[config.mk]
export PLATFORM = sky130hd
export DESIGN_NAME = soa_switch_node
export DESIGN_NICKNAME = d
export VERILOG_FILES = /design/src/soa_pkg.sv /design/src/soa_lru_arb.sv /design/src/soa_dep_guard.sv /design/src/soa_switch_node.sv
export SDC_FILE = /design/constraint.sdc
export NUM_CORES = 2
export LEC_CHECK = 0
export BUFFER_PORTS_ARGS = -buffer_cell sky130_fd_sc_hd__buf_2
export CORE_AREA = 2 2 412 414
export DETAILED_ROUTE_END_ITERATION = 6
export DIE_AREA = 0 0 414 416
export PLACE_DENSITY_LB_ADDON = 0.08
export SLEW_MARGIN = 20
export SYNTH_ARGS = -nofsm -noshare
export SYNTH_HDL_FRONTEND = slang
export SYNTH_SLANG_ARGS = --single-unit
[constraint.sdc]
create_clock -name mclk -period 11.3 [get_ports mclk]
set_input_delay 1.13 -clock mclk [delete_from_list [all_inputs] [get_ports mclk]]
set_output_delay 1.13 -clock mclk [all_outputs]
set_load 0.03 [all_outputs]
[src/soa_pkg.sv]
package soa_pkg;
  localparam int ID_W = 4;
  localparam int DEST_W = 3;
  localparam int QOS_W = 4;
  localparam int LEN_W = 4;
  localparam int APB_AW = 12;
  localparam logic [APB_AW-1:0] ADDR_CTRL = 12'h000;
  localparam logic [APB_AW-1:0] ADDR_QOS = 12'h004;
  localparam logic [APB_AW-1:0] ADDR_STAT = 12'h008;
  localparam int CTRL_GUARD_LSB = 0;
  localparam int CTRL_SAT_BIT = 2;
  localparam int CTRL_LOCK_BIT = 3;
  localparam int QOS_MODE_LSB = 0;
  localparam int QOS_VAL_LSB = 4;
  localparam int STAT_LOCK_LSB = 0;
  localparam int STAT_SRC_LSB = 4;
  localparam int STAT_OUT_LSB = 8;
  localparam logic [31:0] CTRL_RST = 32'h0000_0000;
  localparam logic [31:0] QOS_RST = 32'h0000_0000;

  typedef enum logic [1:0] {GUARD_OFF, GUARD_SINGLE, GUARD_PER_ID} soa_guard_t;
  typedef enum logic [1:0] {QOS_STATIC, QOS_PROG, QOS_MASTER} soa_qsrc_t;
  typedef enum logic [1:0] {LK_IDLE, LK_DRAIN, LK_HELD, LK_UNLOCK} soa_lock_t;

  typedef struct packed {
    logic valid;
    logic lock;
    logic [QOS_W-1:0] qos;
    logic [ID_W-1:0] id;
    logic [DEST_W-1:0] dest;
    logic [LEN_W-1:0] len;
  } soa_req_t;

  typedef struct packed {
    logic rd_done;
    logic [ID_W-1:0] rd_id;
    logic wr_done;
    logic [ID_W-1:0] wr_id;
    logic w_beat;
  } soa_cpl_t;
endpackage

[src/soa_lru_arb.sv]
`timescale 1ns/1ps
module soa_lru_arb
  import soa_pkg::*;
#(
  parameter int N = 4
)(
  input wire logic mclk, // clock
  input wire logic rst_n, // async reset, active low
  input wire logic [N-1:0] req, // eligible requesters
  input wire logic [N-1:0][QOS_W-1:0] qos, // effective priority per requester
  input wire logic [N-1:0] upd_oh, // requester granted this cycle
  output logic [N-1:0] win // one-hot winner
);
  // older_q[i][j] set means i was used less recently than j
  logic [N-1:0][N-1:0] older_q;
  logic [N-1:0][N-1:0] older_d;
  logic [QOS_W-1:0] top_qos;
  logic [N-1:0] cand;

  always_comb
  begin
    top_qos = '0;
    for (int i = 0; i < N; i++)
      if (req[i] && qos[i] > top_qos)
        top_qos = qos[i];
    for (int i = 0; i < N; i++)
      cand[i] = req[i] && (qos[i] == top_qos);
    for (int i = 0; i < N; i++)
    begin
      win[i] = cand[i];
      for (int j = 0; j < N; j++)
        if (j != i && cand[j] && !older_q[i][j])
          win[i] = 1'b0;
    end
  end

  genvar gi, gj;
  generate
    for (gi = 0; gi < N; gi++)
    begin : g_row
      for (gj = 0; gj < N; gj++)
      begin : g_col
        always_comb
        begin
          older_d[gi][gj] = older_q[gi][gj];
          if (upd_oh[gi])
            older_d[gi][gj] = 1'b0;
          if (upd_oh[gj] && gi != gj)
            older_d[gi][gj] = 1'b1;
        end
        always_ff @(posedge mclk or negedge rst_n)
        begin
          if (!rst_n)
            older_q[gi][gj] <= (gi < gj) ? 1'b1 : 1'b0;
          else
            older_q[gi][gj] <= older_d[gi][gj];
        end
      end
    end
  endgenerate
endmodule

[src/soa_dep_guard.sv]
`timescale 1ns/1ps
module soa_dep_guard
  import soa_pkg::*;
#(
  parameter int CNT_W = 6
)(
  input wire logic mclk, // clock
  input wire logic rst_n, // async reset, active low
  input soa_guard_t mode, // configured guard scheme
  input wire logic sat_en, // single active target check on
  input wire logic [ID_W-1:0] req_id, // id of pending request
  input wire logic [DEST_W-1:0] req_dest, // destination of pending request
  input wire logic [LEN_W-1:0] req_len, // beats minus one of pending request
  input wire logic accept, // pending request granted
  input wire logic done, // one transaction completed
  input wire logic [ID_W-1:0] done_id, // id of completed transaction
  input wire logic wbeat, // one write data beat sent
  output logic pass // request may be granted
);
  localparam int NID = 2 ** ID_W;
  logic [CNT_W-1:0] tot_q, tot_d;
  logic [DEST_W-1:0] cur_q, cur_d;
  logic [CNT_W+LEN_W-1:0] wcnt_q, wcnt_d;
  logic [DEST_W-1:0] wdst_q, wdst_d;
  logic [CNT_W-1:0] idc_q [NID];
  logic [CNT_W-1:0] idc_d [NID];
  logic [DEST_W-1:0] idd_q [NID];
  logic [DEST_W-1:0] idd_d [NID];

  always_comb
  begin
    pass = 1'b1;
    if (mode == GUARD_SINGLE && tot_q != '0 && cur_q != req_dest)
      pass = 1'b0;
    if (mode == GUARD_PER_ID && idc_q[req_id] != '0 && idd_q[req_id] != req_dest)
      pass = 1'b0;
    if (sat_en && wcnt_q != '0 && wdst_q != req_dest)
      pass = 1'b0;
    tot_d = tot_q + CNT_W'(accept) - CNT_W'(done);
    cur_d = accept ? req_dest : cur_q;
    wcnt_d = wcnt_q - (CNT_W+LEN_W)'(wbeat);
    if (accept)
      wcnt_d = wcnt_d + (CNT_W+LEN_W)'(req_len) + (CNT_W+LEN_W)'(1);
    wdst_d = accept ? req_dest : wdst_q;
  end

  genvar g;
  generate
    for (g = 0; g < NID; g++)
    begin : g_id
      always_comb
      begin
        idc_d[g] = idc_q[g] + CNT_W'(accept && req_id == g) - CNT_W'(done && done_id == g);
        idd_d[g] = (accept && req_id == g) ? req_dest : idd_q[g];
      end
      always_ff @(posedge mclk or negedge rst_n)
      begin
        if (!rst_n)
        begin
          idc_q[g] <= '0;
          idd_q[g] <= '0;
        end
        else
        begin
          idc_q[g] <= idc_d[g];
          idd_q[g] <= idd_d[g];
        end
      end
    end
  endgenerate

  always_ff @(posedge mclk or negedge rst_n)
  begin
    if (!rst_n)
    begin
      tot_q <= '0;
      cur_q <= '0;
      wcnt_q <= '0;
      wdst_q <= '0;
    end
    else
    begin
      tot_q <= tot_d;
      cur_q <= cur_d;
      wcnt_q <= wcnt_d;
      wdst_q <= wdst_d;
    end
  end
endmodule

[src/soa_switch_node.sv]
`timescale 1ns/1ps
module soa_switch_node
  import soa_pkg::*;
#(
  parameter int N = 4,
  parameter int CNT_W = 6,
  parameter int BEAT_W = 32,
  parameter logic [N-1:0] AXI3_PORT = '1,
  parameter logic [QOS_W-1:0] QOS_STATIC_VAL = 4'h0
)(
  input wire logic mclk, // 125 MHz clock
  input wire logic rst_n, // async reset, active low
  input wire logic psel, // apb select
  input wire logic penable, // apb access phase
  input wire logic pwrite, // apb write
  input wire logic [APB_AW-1:0] paddr, // apb byte address
  input wire logic [31:0] pwdata, // apb write data
  output logic [31:0] prdata, // apb read data
  output logic pready, // apb ready
  output logic pslverr, // apb error on unmapped address
  input soa_req_t [N-1:0] ar_req, // read address requests per source
  input soa_req_t [N-1:0] aw_req, // write address requests per source
  input soa_cpl_t [N-1:0] cpl, // completions per source
  output logic [N-1:0] ar_grant, // read address accepted, one cycle
  output logic [N-1:0] aw_grant, // write address accepted, one cycle
  output logic lock_busy // a lock sequence is in progress
);
  localparam int OUT_W = CNT_W + 2;
  localparam int SRC_W = (N > 1) ? $clog2(N) : 1;

  logic [31:0] ctrl_q, ctrl_d, qcfg_q, qcfg_d;
  logic [31:0] prdata_q, prdata_d;
  logic pready_q, pready_d, pslverr_q, pslverr_d;
  soa_lock_t lk_q, lk_d;
  logic [SRC_W-1:0] lsrc_q, lsrc_d;
  logic [OUT_W-1:0] out_q, out_d;
  logic [N-1:0] arg_q, arg_d, awg_q, awg_d;
  logic busy_q, busy_d;

  soa_guard_t gmode;
  soa_qsrc_t qmode;
  logic sat_en, lock_en;
  logic [N-1:0][QOS_W-1:0] ar_qos, aw_qos;
  logic [N-1:0] ar_pass, aw_pass, ar_lk, aw_lk, ar_elig, aw_elig, ar_win, aw_win;
  logic [N-1:0] src_open;
  logic ar_win_lk, aw_win_lk;
  logic [SRC_W-1:0] ar_idx, aw_idx;
  logic mapped, quiet;

  assign gmode = soa_guard_t'(ctrl_q[CTRL_GUARD_LSB +: 2]);
  assign sat_en = ctrl_q[CTRL_SAT_BIT];
  assign lock_en = ctrl_q[CTRL_LOCK_BIT];
  assign qmode = soa_qsrc_t'(qcfg_q[QOS_MODE_LSB +: 2]);

  genvar g;
  generate
    for (g = 0; g < N; g++)
    begin : g_src
      always_comb
      begin
        case (qmode)
          QOS_PROG:
          begin
            ar_qos[g] = qcfg_q[QOS_VAL_LSB +: QOS_W];
            aw_qos[g] = qcfg_q[QOS_VAL_LSB +: QOS_W];
          end
          QOS_MASTER:
          begin
            ar_qos[g] = ar_req[g].qos;
            aw_qos[g] = aw_req[g].qos;
          end
          default:
          begin
            ar_qos[g] = QOS_STATIC_VAL;
            aw_qos[g] = QOS_STATIC_VAL;
          end
        endcase
        // an AXI4 port has no lock signalling, so the flag is dropped there
        ar_lk[g] = lock_en && AXI3_PORT[g] && ar_req[g].lock;
        aw_lk[g] = lock_en && AXI3_PORT[g] && aw_req[g].lock;
        ar_elig[g] = ar_req[g].valid && ar_pass[g] && !arg_q[g] && src_open[g];
        aw_elig[g] = aw_req[g].valid && aw_pass[g] && !awg_q[g] && src_open[g];
      end

      // read and write checks run as separate guard instances
      soa_dep_guard #(.CNT_W(CNT_W)) u_rd_guard (
        .mclk(mclk),
        .rst_n(rst_n),
        .mode(gmode),
        .sat_en(1'b0),
        .req_id(ar_req[g].id),
        .req_dest(ar_req[g].dest),
        .req_len(ar_req[g].len),
        .accept(arg_q[g]),
        .done(cpl[g].rd_done),
        .done_id(cpl[g].rd_id),
        .wbeat(1'b0),
        .pass(ar_pass[g])
      );

      soa_dep_guard #(.CNT_W(CNT_W)) u_wr_guard (
        .mclk(mclk),
        .rst_n(rst_n),
        .mode(gmode),
        .sat_en(sat_en),
        .req_id(aw_req[g].id),
        .req_dest(aw_req[g].dest),
        .req_len(aw_req[g].len),
        .accept(awg_q[g]),
        .done(cpl[g].wr_done),
        .done_id(cpl[g].wr_id),
        .wbeat(cpl[g].w_beat),
        .pass(aw_pass[g])
      );
    end
  endgenerate

  soa_lru_arb #(.N(N)) u_ar_arb (
    .mclk(mclk),
    .rst_n(rst_n),
    .req(ar_elig),
    .qos(ar_qos),
    .upd_oh(arg_d),
    .win(ar_win)
  );

  soa_lru_arb #(.N(N)) u_aw_arb (
    .mclk(mclk),
    .rst_n(rst_n),
    .req(aw_elig),
    .qos(aw_qos),
    .upd_oh(awg_d),
    .win(aw_win)
  );

  // which sources may compete in the current lock phase
  always_comb
  begin
    for (int i = 0; i < N; i++)
    begin
      case (lk_q)
        LK_IDLE:
          src_open[i] = 1'b1;
        LK_HELD:
          src_open[i] = (lsrc_q == SRC_W'(i));
        default:
          src_open[i] = 1'b0;
      endcase
    end
  end

  // outstanding count at the master interface and winner decode
  always_comb
  begin
    out_d = out_q;
    ar_idx = '0;
    aw_idx = '0;
    for (int i = 0; i < N; i++)
    begin
      out_d = out_d + OUT_W'(arg_q[i]) + OUT_W'(awg_q[i]);
      out_d = out_d - OUT_W'(cpl[i].rd_done) - OUT_W'(cpl[i].wr_done);
      if (ar_win[i])
        ar_idx = SRC_W'(i);
      if (aw_win[i])
        aw_idx = SRC_W'(i);
    end
    ar_win_lk = |(ar_win & ar_lk);
    aw_win_lk = |(aw_win & aw_lk);
    quiet = (out_q == '0) && !(|arg_q) && !(|awg_q);
  end

  // lock sequencing: idle, drain, held, unlock
  always_comb
  begin
    lk_d = lk_q;
    lsrc_d = lsrc_q;
    arg_d = '0;
    awg_d = '0;
    case (lk_q)
      LK_IDLE:
      begin
        if (ar_win_lk)
        begin
          lk_d = LK_DRAIN;
          lsrc_d = ar_idx;
          if (!aw_win_lk)
            awg_d = aw_win;
        end
        else if (aw_win_lk)
        begin
          lk_d = LK_DRAIN;
          lsrc_d = aw_idx;
          arg_d = ar_win;
        end
        else
        begin
          arg_d = ar_win;
          awg_d = aw_win;
        end
      end
      LK_DRAIN:
      begin
        if (quiet)
          lk_d = LK_HELD;
      end
      LK_HELD:
      begin
        arg_d = ar_win;
        awg_d = aw_win;
        // read and write winners are both granted when both channels win in the same cycle
        if ((|ar_win && !ar_win_lk) || (|aw_win && !aw_win_lk))
          lk_d = LK_UNLOCK;
      end
      LK_UNLOCK:
      begin
        // new grants wait so the unlocking transfer is the last to finish
        if (quiet)
          lk_d = LK_IDLE;
      end
      default:
        lk_d = LK_IDLE;
    endcase
    busy_d = (lk_d != LK_IDLE);
  end

  // apb slave: one wait state, write lands on the edge that samples pready
  always_comb
  begin
    mapped = (paddr == ADDR_CTRL) || (paddr == ADDR_QOS) || (paddr == ADDR_STAT);
    ctrl_d = ctrl_q;
    qcfg_d = qcfg_q;
    prdata_d = prdata_q;
    pready_d = psel && penable && !pready_q;
    pslverr_d = pready_d && !mapped;
    if (pready_d)
    begin
      case (paddr)
        ADDR_CTRL:
          prdata_d = ctrl_q;
        ADDR_QOS:
          prdata_d = qcfg_q;
        ADDR_STAT:
        begin
          prdata_d = '0;
          prdata_d[STAT_LOCK_LSB +: 2] = lk_q;
          prdata_d[STAT_SRC_LSB +: SRC_W] = lsrc_q;
          prdata_d[STAT_OUT_LSB +: OUT_W] = out_q;
        end
        default:
          prdata_d = '0;
      endcase
    end
    if (psel && penable && pready_q && pwrite)
    begin
      if (paddr == ADDR_CTRL)
      begin
        ctrl_d = '0;
        ctrl_d[CTRL_LOCK_BIT:0] = pwdata[CTRL_LOCK_BIT:0];
      end
      if (paddr == ADDR_QOS)
      begin
        qcfg_d = '0;
        qcfg_d[QOS_MODE_LSB +: 2] = pwdata[QOS_MODE_LSB +: 2];
        qcfg_d[QOS_VAL_LSB +: QOS_W] = pwdata[QOS_VAL_LSB +: QOS_W];
      end
    end
  end

  always_ff @(posedge mclk or negedge rst_n)
  begin
    if (!rst_n)
    begin
      ctrl_q <= CTRL_RST;
      qcfg_q <= QOS_RST;
      prdata_q <= '0;
      pready_q <= 1'b0;
      pslverr_q <= 1'b0;
      lk_q <= LK_IDLE;
      lsrc_q <= '0;
      out_q <= '0;
      arg_q <= '0;
      awg_q <= '0;
      busy_q <= 1'b0;
    end
    else
    begin
      ctrl_q <= ctrl_d;
      qcfg_q <= qcfg_d;
      prdata_q <= prdata_d;
      pready_q <= pready_d;
      pslverr_q <= pslverr_d;
      lk_q <= lk_d;
      lsrc_q <= lsrc_d;
      out_q <= out_d;
      arg_q <= arg_d;
      awg_q <= awg_d;
      busy_q <= busy_d;
    end
  end

  assign prdata = prdata_q;
  assign pready = pready_q;
  assign pslverr = pslverr_q;
  assign ar_grant = arg_q;
  assign aw_grant = awg_q;
  assign lock_busy = busy_q;
endmodule

# Yosys cells after proc, flatten, opt, wreduce, memory -nomap -nowiden
# Index checks and enable logic that the tools add are counted.
dict set report word_totals {
  in_bits 229
  regBits 1353
  wordCells 1561
  out_inout_bits 43
}
dict set report op_classes {
  add_sub_neg 300
  n_reduce_logical 481
  magnitude_cmp 16
  bitwise 10
  eq_ne 276
  n_mux 167
}
# operator count
set ops {}
lappend ops {{adder 6 x 1 -> 6 bit} 136}
lappend ops {{subtractor 6 x 1 -> 6 bit} 136}
lappend ops {{== test 4 bit (second input constant)} 128}
lappend ops {{logical AND 1 bit} 377}
lappend ops {{== test 4 x 3 -> 1 bit (second input constant)} 64}
lappend ops {{binary-select mux 6 bit (select 4 bit)} 8}
lappend ops {{== test 4 x 2 -> 1 bit (second input constant)} 32}
lappend ops {{binary-select mux 3 bit (select 4 bit)} 8}
lappend ops {{2-to-1 mux 6 bit} 16}
lappend ops {{nonzero test 6 bit} 16}
lappend ops {{case mux 4 bit (2 select lines)} 10}
lappend ops {{2-to-1 mux 1 bit} 78}
lappend ops {{adder 8 x 1 -> 8 bit} 8}
lappend ops {{== test 4 x 1 -> 1 bit (second input constant)} 16}
lappend ops {{zero test 4 bit} 16}
lappend ops {{subtractor 8 x 1 -> 8 bit} 8}
lappend ops {{2-to-1 mux 3 bit} 16}
lappend ops {{inequality test 3 bit} 16}
lappend ops {{case mux 16 bit (3 select lines)} 1}
lappend ops {{adder 10 x 1 -> 10 bit (second input constant)} 4}
lappend ops {{adder 10 x 4 -> 10 bit} 4}
lappend ops {{>= comparator 5 bit (second input constant)} 8}
lappend ops {{2-to-1 mux 10 bit} 4}
lappend ops {{2-to-1 mux 4 bit} 10}
lappend ops {{22 further kinds} 130}

# Depth between registers and ports, before layout
dict set report depth {
  ltp_word 37
  mapped_depth 48
  mapped_depth_nobuf 43
}

# Hierarchy
# From an unflattened synthesis, not the netlist that was laid out.
dict set report hier_totals {
  hier_cells 8006
  area_unflattened_um2 85954.9
}
# mod instances cells_each area_each_um2 seq_area_each_um2
set modules_own_cells {}
lappend modules_own_cells {{soa_dep_guard (g_src[1].u_rd_guard ...)} 2 921 9963.3 4078.9}
lappend modules_own_cells {{soa_dep_guard (g_src[2].u_rd_guard ...)} 2 914 9920.8 4078.9}
lappend modules_own_cells {{soa_dep_guard (g_src[0].u_wr_guard)} 1 924 10034.6 4078.9}
lappend modules_own_cells {{soa_dep_guard (g_src[3].u_wr_guard)} 1 917 9995.8 4078.9}
lappend modules_own_cells {{soa_dep_guard (g_src[0].u_rd_guard)} 1 920 9978.3 4078.9}
lappend modules_own_cells {{soa_dep_guard (g_src[1].u_wr_guard)} 1 908 9934.5 4078.9}
lappend modules_own_cells {soa_switch_node 1 339 3148.0 1226.2}
lappend modules_own_cells {soa_lru_arb 2 164 1547.7 307.8}

# Worst setup path before layout
# No wires, ideal clock.
dict set report synth_path {
  kind {input to register}
  start {input aw_req[7] in the netlist's numbering}
  end {register lsrc_q[1]}
  required_ns 11.174
  stages 40
  t_arrival_ns 9.718
  setup_time_ns 0.126
  n_path_buf 1
  path_slack_ns 1.456
  path_cell_list {buf_4 mux2i_1 mux4_2 xnor2_1 or4b_1 a21boi_2 o21ai_0 ha_1 nor2b_1 o21ai_0 nand2b_1 a21oi_1 nor3_1 o21ai_4 mux2i_1 inv_1 ha_1 nor2b_1 (+4 left out) nor2_2 mux2i_1 ha_1 nor2b_1 o21a_1 o21a_1 o21a_1 o311ai_1 nand2_1 nor3_2 a222oi_1 or3_1 nor4_4 nor3b_1 a22o_1 o21ai_2 a21o_1 a221o_1}
}
dict set report synth_via {
  elab_chain_cells 33
  word_cells_on_any_way 67
  classes_between {3 x order compare; 5 x eq/ne; 28 x mux; 2 x bitwise; 29 x reduce/logical}
}
# element line
set synth_lines {}
lappend synth_lines {{start: declaration} soa_switch_node.sv:22} ;# input soa_req_t [N-1:0] aw_req,
lappend synth_lines {{inverter 4 -> 5 bit (not written as such) *} soa_dep_guard.sv:35} ;# if (mode == GUARD_PER_ID && idc_q[req_id] != '0 && idd_q[req_id] != req_dest)
lappend synth_lines {{binary-select mux 6 bit (select 4 bit)} soa_dep_guard.sv:35}
lappend synth_lines {{2-to-1 mux 6 bit (not written as such) (2 in a row)} soa_dep_guard.sv:35}
lappend synth_lines {{nonzero test 6 bit} soa_dep_guard.sv:35}
lappend synth_lines {{logical AND 1 bit} soa_dep_guard.sv:35}
lappend synth_lines {{logical AND 1 bit *} soa_dep_guard.sv:35}
lappend synth_lines {{2-to-1 mux 1 bit *} soa_dep_guard.sv:35}
lappend synth_lines {{2-to-1 mux 1 bit *} soa_dep_guard.sv:37} ;# if (sat_en && wcnt_q != '0 && wdst_q != req_dest)
lappend synth_lines {{(+14 left out)} n/a}
lappend synth_lines {{== test 4 bit} soa_lru_arb.sv:27} ;# cand[i] = req[i] && (qos[i] == top_qos);
lappend synth_lines {{logical AND 1 bit} soa_lru_arb.sv:27}
lappend synth_lines {{logical AND 1 bit} soa_lru_arb.sv:32} ;# if (j != i && cand[j] && !older_q[i][j])
lappend synth_lines {{2-to-1 mux 1 bit (3 in a row)} soa_lru_arb.sv:32}
lappend synth_lines {{bitwise AND 4 bit or 2-to-1 mux 2 bit (tied branches)} {soa_switch_node.sv:168, soa_switch_node.sv:164}}
lappend synth_lines {{OR reduction 4 bit or 2-to-1 mux 2 bit (tied branches)} {soa_switch_node.sv:168, soa_switch_node.sv:164}}
lappend synth_lines {{nonzero test 2 bit (no line) or 2-to-1 mux 2 bit (tied branches)} n/a}
lappend synth_lines {{AND reduction 2 bit (no line) or 2-to-1 mux 2 bit (tied branches)} n/a}
lappend synth_lines {{end signal: assignment} soa_switch_node.sv:293} ;# lsrc_q <= lsrc_d;
lappend synth_lines {{end: declaration} soa_switch_node.sv:35} ;# logic [SRC_W-1:0] lsrc_q, lsrc_d;
# Mark *: on every way between the ends. The rest lies on a longest branch, timed or not. The select of a mux whose other input is x is not followed.
# A chain may end at the register's enable or synchronous reset.

# Final worst setup path
dict set report layout_path {
  start {input ar_req[7] in the netlist's numbering}
  end {register u_ar_arb.older_q[2] in the netlist's numbering}
}
dict set report layout_via {
  elab_chain_cells 33
  word_cells_on_any_way 64
  classes_between {3 x order compare; 5 x eq/ne; 26 x mux; 2 x bitwise; 28 x reduce/logical}
}
# element line
set layout_lines {}
lappend layout_lines {{start: declaration} soa_switch_node.sv:21} ;# input soa_req_t [N-1:0] ar_req,
lappend layout_lines {{inverter 4 -> 5 bit (not written as such) *} soa_dep_guard.sv:35}
lappend layout_lines {{binary-select mux 6 bit (select 4 bit)} soa_dep_guard.sv:35}
lappend layout_lines {{2-to-1 mux 6 bit (not written as such) (2 in a row)} soa_dep_guard.sv:35}
lappend layout_lines {{nonzero test 6 bit} soa_dep_guard.sv:35}
lappend layout_lines {{logical AND 1 bit} soa_dep_guard.sv:35}
lappend layout_lines {{logical AND 1 bit *} soa_dep_guard.sv:35}
lappend layout_lines {{2-to-1 mux 1 bit *} soa_dep_guard.sv:35}
lappend layout_lines {{logical AND 1 bit * (3 in a row)} soa_switch_node.sv:81} ;# ar_elig[g] = ar_req[g].valid && ar_pass[g] && !arg_q[g] && src_open[g];
lappend layout_lines {{(+13 left out)} n/a}
lappend layout_lines {{logical AND 1 bit} soa_lru_arb.sv:32}
lappend layout_lines {{2-to-1 mux 1 bit (3 in a row)} soa_lru_arb.sv:32}
lappend layout_lines {{bitwise AND 4 bit} soa_switch_node.sv:167} ;# ar_win_lk = |(ar_win & ar_lk);
lappend layout_lines {{OR reduction 4 bit} soa_switch_node.sv:167}
lappend layout_lines {{2-to-1 mux 4 bit} soa_switch_node.sv:182} ;# if (ar_win_lk)
lappend layout_lines {{case mux 4 bit (2 select lines) *} soa_switch_node.sv:179} ;# case (lk_q)
lappend layout_lines {{net arg_d[0]} soa_switch_node.sv:37} ;# logic [N-1:0] arg_q, arg_d, awg_q, awg_d;
lappend layout_lines {{nonzero test 2 bit (no line) *} n/a}
lappend layout_lines {{end signal: indexed assignment} soa_lru_arb.sv:54} ;# older_q[gi][gj] <= (gi < gj) ? 1'b1 : 1'b0;
lappend layout_lines {{end signal: indexed assignment} soa_lru_arb.sv:56} ;# older_q[gi][gj] <= older_d[gi][gj];
lappend layout_lines {{end: declaration} soa_lru_arb.sv:15} ;# logic [N-1:0][N-1:0] older_q;
# The timed path passes the listed nets; every way through them passes the cells marked *. The select of a mux whose other input is x is not followed.

==> reports/results.txt <==
The number of buffers on the longest clock path is 3, and the aggregate global-route resource usage is 0.228. The clock-pin slew reported for the worst setup and hold paths after clock tree synthesis works out to 0.06 ns. The routed design has 192,000 microns of wire. Worst min-delay path class: in -> async. The number of antenna violations at the first check in global routing is 14, and the worst path setup slack after routing is 0.706 ns. The internal portion of the total power is 17.6 mW. At the worst endpoint, the required time is 12.01 ns. The synthesized design contains 0 enable-type register cells.

For this run the aggregate overflow at the end of global routing stands at 0. After floorplanning, the core was sized to cover 168,000 sq um. The tools report the cell at the root of the clock tree as sky130_fd_sc_hd__clkbuf_16.

In this run the static leakage power is 46.3 nW. Entering global routing, the biggest net connects 154 pins. By area the synthesized netlist is led by sky130_fd_sc_hd__dfrtp_1, sky130_fd_sc_hd__ha_1, sky130_fd_sc_hd__xnor2_1. STA classifies the critical path startpoint as a primary input. The count of buffers added on input and output ports is 215. Power spread over the standard cell area amounts to 302 nW/um^2.

The run gives 11.30 ns as the worst path arrival time. In this run, CTS created clock tree buffers numbering 158. Routed via count: 56,618.

The highest net fanout along the worst path works out to 18. The slew at the pin closest to its max-slew limit is 1.08 ns. The part of the cycle the worst path needs came out at 0.937. Endpoint kind of the worst setup timing path: a flop. The highest-delay cell along the critical path was sky130_fd_sc_hd__or4b_1.

The floorplan has 151 rows. The number of buffer and inverter instances along the worst setup path is 4. For this run, the top clock speed supported by timing is 94.4 MHz. The run gives 0 as the max-cap check violation count. The die is 416 microns tall. The worst-case headroom to the max-slew limit is 0.272, and the minimum clock period after layout is 10.59 ns. Critical path start-end classification: in -> reg.

The tools report the end-of-flow core utilization as 0.550. TritonCTS built the clock tree. The worst hold margin was 0.275 ns; the number of sinks on the clock net was 1,337.

The post-route clock skew came out at 0.0229 ns. Grouping stages by cell kind, the critical path spends the most delay in compound AO/OA/AOI/OAI gates. The total number of H-tree levels was 4.

In the final routed layout, each cell accounts on average for 17.9 microns. The longest individual stage delay on the worst path works out to 0.57 ns. The share of synthesized registers carrying an async set or reset was 1.00.

The run finished with clean final reports. Setup repair after global routing left no endpoint under its margin. The tools report the distinct cell type count of the synthesized netlist as 103.

The tools report the first element of the critical path as ar_req[7]. For the effective utilization at floorplan, the log shows 0.497. For the worst setup slack after placement, the log shows -0.192 ns.

Global routing's busiest layer: met2. Post-layout net count: 9,672. Switching portion of total power: 0.372. The max-slew violation count was 0; the first-pass GRT wire length was 316,000 microns.

From synthesis to final layout, the design area changed by 10.7%. The launch point of the worst reg-to-reg path was lk_q[1]$_DFF_PN0_. The synthesis warning total came out at 0. The run gives 0 as the count of endpoints failing hold in the final timing report. Clock insertion delay at the later pin of the skew report: 0.79 ns. After legalization and detailed placement, the total HPWL measured 144,000 microns. Total power after layout: 27.9 mW.

Global routing met3 resource utilization: 0.0339. Part of the total power dissipated in combinational logic: 0.485. In this run the post-CTS setup repair buffer count came out at 0. Dividing the synthesized area by the synthesized cell count gives 10.3 sq um.

The most frequent standard cell in the layout excluding fill and tap cells was sky130_fd_sc_hd__inv_1. The number of global-route vias before repair was 58,975. The count of pins on the block boundary came out at 272. Across the VDD grid, the largest voltage drop is 173 uV. Number of design rule violations left after detail routing: 0. The top cell types in the final layout, fill and taps aside, are sky130_fd_sc_hd__inv_1, sky130_fd_sc_hd__dfrtp_1, sky130_fd_sc_hd__ha_1.

The via density per instance works out to 5.27. The logs give 0.401 for the part of the Yosys area used for sequential elements and 83,500 sq um for the post-synth design cell area. The portion of synthesized cell area occupied by the leading cell type came out at 0.397. Counting flops and latches in the post-synthesis netlist gives 1,337.

The die is 414 microns wide. The share of layout cells above drive strength 1 was 0.120; the number of standard cells after synthesis was 8,130. The die outline area came out at 172,000 sq um. The logs give 0.326 for the sequential cell fraction of total power and 5 for the first-pass iteration count of the detailed router. For the met2 global-route usage, the log shows 0.383. The most used flip-flop cell after synthesis is sky130_fd_sc_hd__dfrtp_1. The routing usage on met1 is 0.300, and the initial DRC count is 2,763. The logs give 0 for the setup violation total in the final timing report and 0 for the number of nets still failing antenna checks after routing. At the end of routability-driven placement, the weighted congestion stood at 0.883. For this design the total switching power over the nets is 10.4 mW. The biggest area contributor in the post-synthesis netlist is sky130_fd_sc_hd__dfrtp_1.

The share of power burned in the clock network came out at 0.188.
[sequential cells by signal, indices dropped and copies added (netlist names), 3 cells and up]
| signal | flops |
|---|---|
| g_src.u_wr_guard.tot_q | 24 |
| aw_grant | 4 |
| g_src.u_rd_guard.idc_q | 384 |
| g_src.u_wr_guard.wdst_q | 9 |
| g_src.u_rd_guard.idd_q | 192 |
| u_aw_arb.older_q | 12 |
| g_src.u_wr_guard.idc_q | 384 |
| g_src.u_wr_guard.wcnt_q | 40 |
| g_src.u_wr_guard.cur_q | 3 |
| ctrl_q | 4 |
| g_src.u_wr_guard.idd_q | 192 |
| u_ar_arb.older_q | 12 |
| g_src.u_rd_guard.cur_q | 12 |
| g_src.u_rd_guard.tot_q | 24 |
| qcfg_q | 6 |
| ar_grant | 4 |
| out_q | 8 |
| prdata | 16 |
[cell usage after synthesis, types with 13 or more instances]
cell type and instances:
sky130_fd_sc_hd__mux4_2 68, sky130_fd_sc_hd__and3_1 13, sky130_fd_sc_hd__or2_2 21, sky130_fd_sc_hd__ha_1 893, sky130_fd_sc_hd__nand4_1 41, sky130_fd_sc_hd__nor4_1 124
sky130_fd_sc_hd__fa_1 153, sky130_fd_sc_hd__o21bai_1 152, sky130_fd_sc_hd__nor2b_1 29, sky130_fd_sc_hd__nand3_1 74, sky130_fd_sc_hd__nor3_1 111, sky130_fd_sc_hd__nand2b_1 53
sky130_fd_sc_hd__xor2_1 81, sky130_fd_sc_hd__buf_4 34, sky130_fd_sc_hd__a21oi_1 488, sky130_fd_sc_hd__nand3b_1 31, sky130_fd_sc_hd__clkbuf_1 101, sky130_fd_sc_hd__nor2_1 274
sky130_fd_sc_hd__a31oi_1 17, sky130_fd_sc_hd__inv_1 1658, sky130_fd_sc_hd__o22ai_1 24, sky130_fd_sc_hd__mux2i_1 104, sky130_fd_sc_hd__a21o_1 287, sky130_fd_sc_hd__or3_1 40
sky130_fd_sc_hd__o21ai_0 57, sky130_fd_sc_hd__a22oi_1 23, sky130_fd_sc_hd__mux2_2 354, sky130_fd_sc_hd__nand2_1 375, sky130_fd_sc_hd__a22o_1 15, sky130_fd_sc_hd__or4_1 30
sky130_fd_sc_hd__dfrtp_1 1325, sky130_fd_sc_hd__buf_2 34, sky130_fd_sc_hd__xnor2_1 736, sky130_fd_sc_hd__o21a_1 24, sky130_fd_sc_hd__a41oi_1 18
[layout make-up]
class | count | area [sq um]
Antenna cell | 6 | 15.0
Clock buffer | 246 | 4900
Clock inverter | 40 | 468
Fill cell | 14744 | 75700
Inverter | 1662 | 6240
Multi-Input combinational cell | 4961 | 43000
Sequential cell | 1337 | 33500
Tap cell | 2218 | 2780
Timing Repair Buffer | 277 | 1630
[worst register-to-register path, delay by kind of cell, from the launching register on]
kind / cells / cell delay, ns
AOI/OAI and AO/OA: 18 / 4.24
and+or+nand+nor: 16 / 4.42
buffers and inverters: 1 / 0.05
DFF: 1 / 0.57
adders and majority gates: 3 / 1.00
[final timing paths]
path	to	slack, ns	cells past startpoint
worst max-delay path	u_ar_arb.older_q[2]$_DFFE_PN1P_	0.71	40
worst min-delay path	g_src[2].u_wr_guard.idc_q[23]$_DFF_PN0_	0.27	1
worst max register to register	u_ar_arb.older_q[2]$_DFFE_PN1P_	0.95	38
worst min register to register	g_src[1].u_wr_guard.wcnt_q[9]$_DFF_PN0_	0.46	1
max in group asynchronous	g_src[1].u_rd_guard.idc_q[27]$_DFF_PN0_	8.67	3
min in group mclk	g_src[1].u_wr_guard.wcnt_q[9]$_DFF_PN0_	0.46	1
[metal layers]
layer | vias to the layer above | routed length, microns
met3 | 301 | 6950
li1 | 27524 | -
met1 | 27995 | 86800
met2 | 790 | 91800
met5 | - | 56
met4 | 8 | 6760
[stage by stage]
step           area [sq um]  setup TNS, ns  std cells
3_5_place_dp          87100          -2.10      10455
6_report              92500              0      10747
4_1_cts               92500              0      10741
3_3_place_gp          87100              0      10455
5_1_grt               92500              0      10745
2_1_floorplan         83600              0       8145
[power groups by stage]
| stage | registers (mW) | logic (mW) | clock network, mW |
|---|---|---|---|
| 6_report | 9.12 | 13.6 | 5.26 |
| 5_1_grt | 9.46 | 15.6 | 5.60 |
| 4_1_cts | 9.14 | 13.7 | 5.41 |
| 3_5_place_dp | 9.19 | 13.6 | 0 |
| 3_3_place_gp | 9.16 | 13.0 | 0 |
| 2_1_floorplan | 8.68 | 11.4 | 0 |
[what timing repair did]
item	CTS	global route
setup endpoints to repair	0	29
resized for setup	0	3
hold buffers	0	0
[cell families after synthesis]
family	count (synthesis)	share of synthesized area
buffers and inverters	1847	0.0856
and+or+nand+nor	1285	0.0770
other	1	0.0000449
xor gates and xnor gates	817	0.0857
muxes	531	0.0799
DFF	1337	0.401
AOI/OAI and AO/OA	1266	0.101
adders and majority gates	1046	0.170
Note: power is estimated with default switching activity, not from simulation.
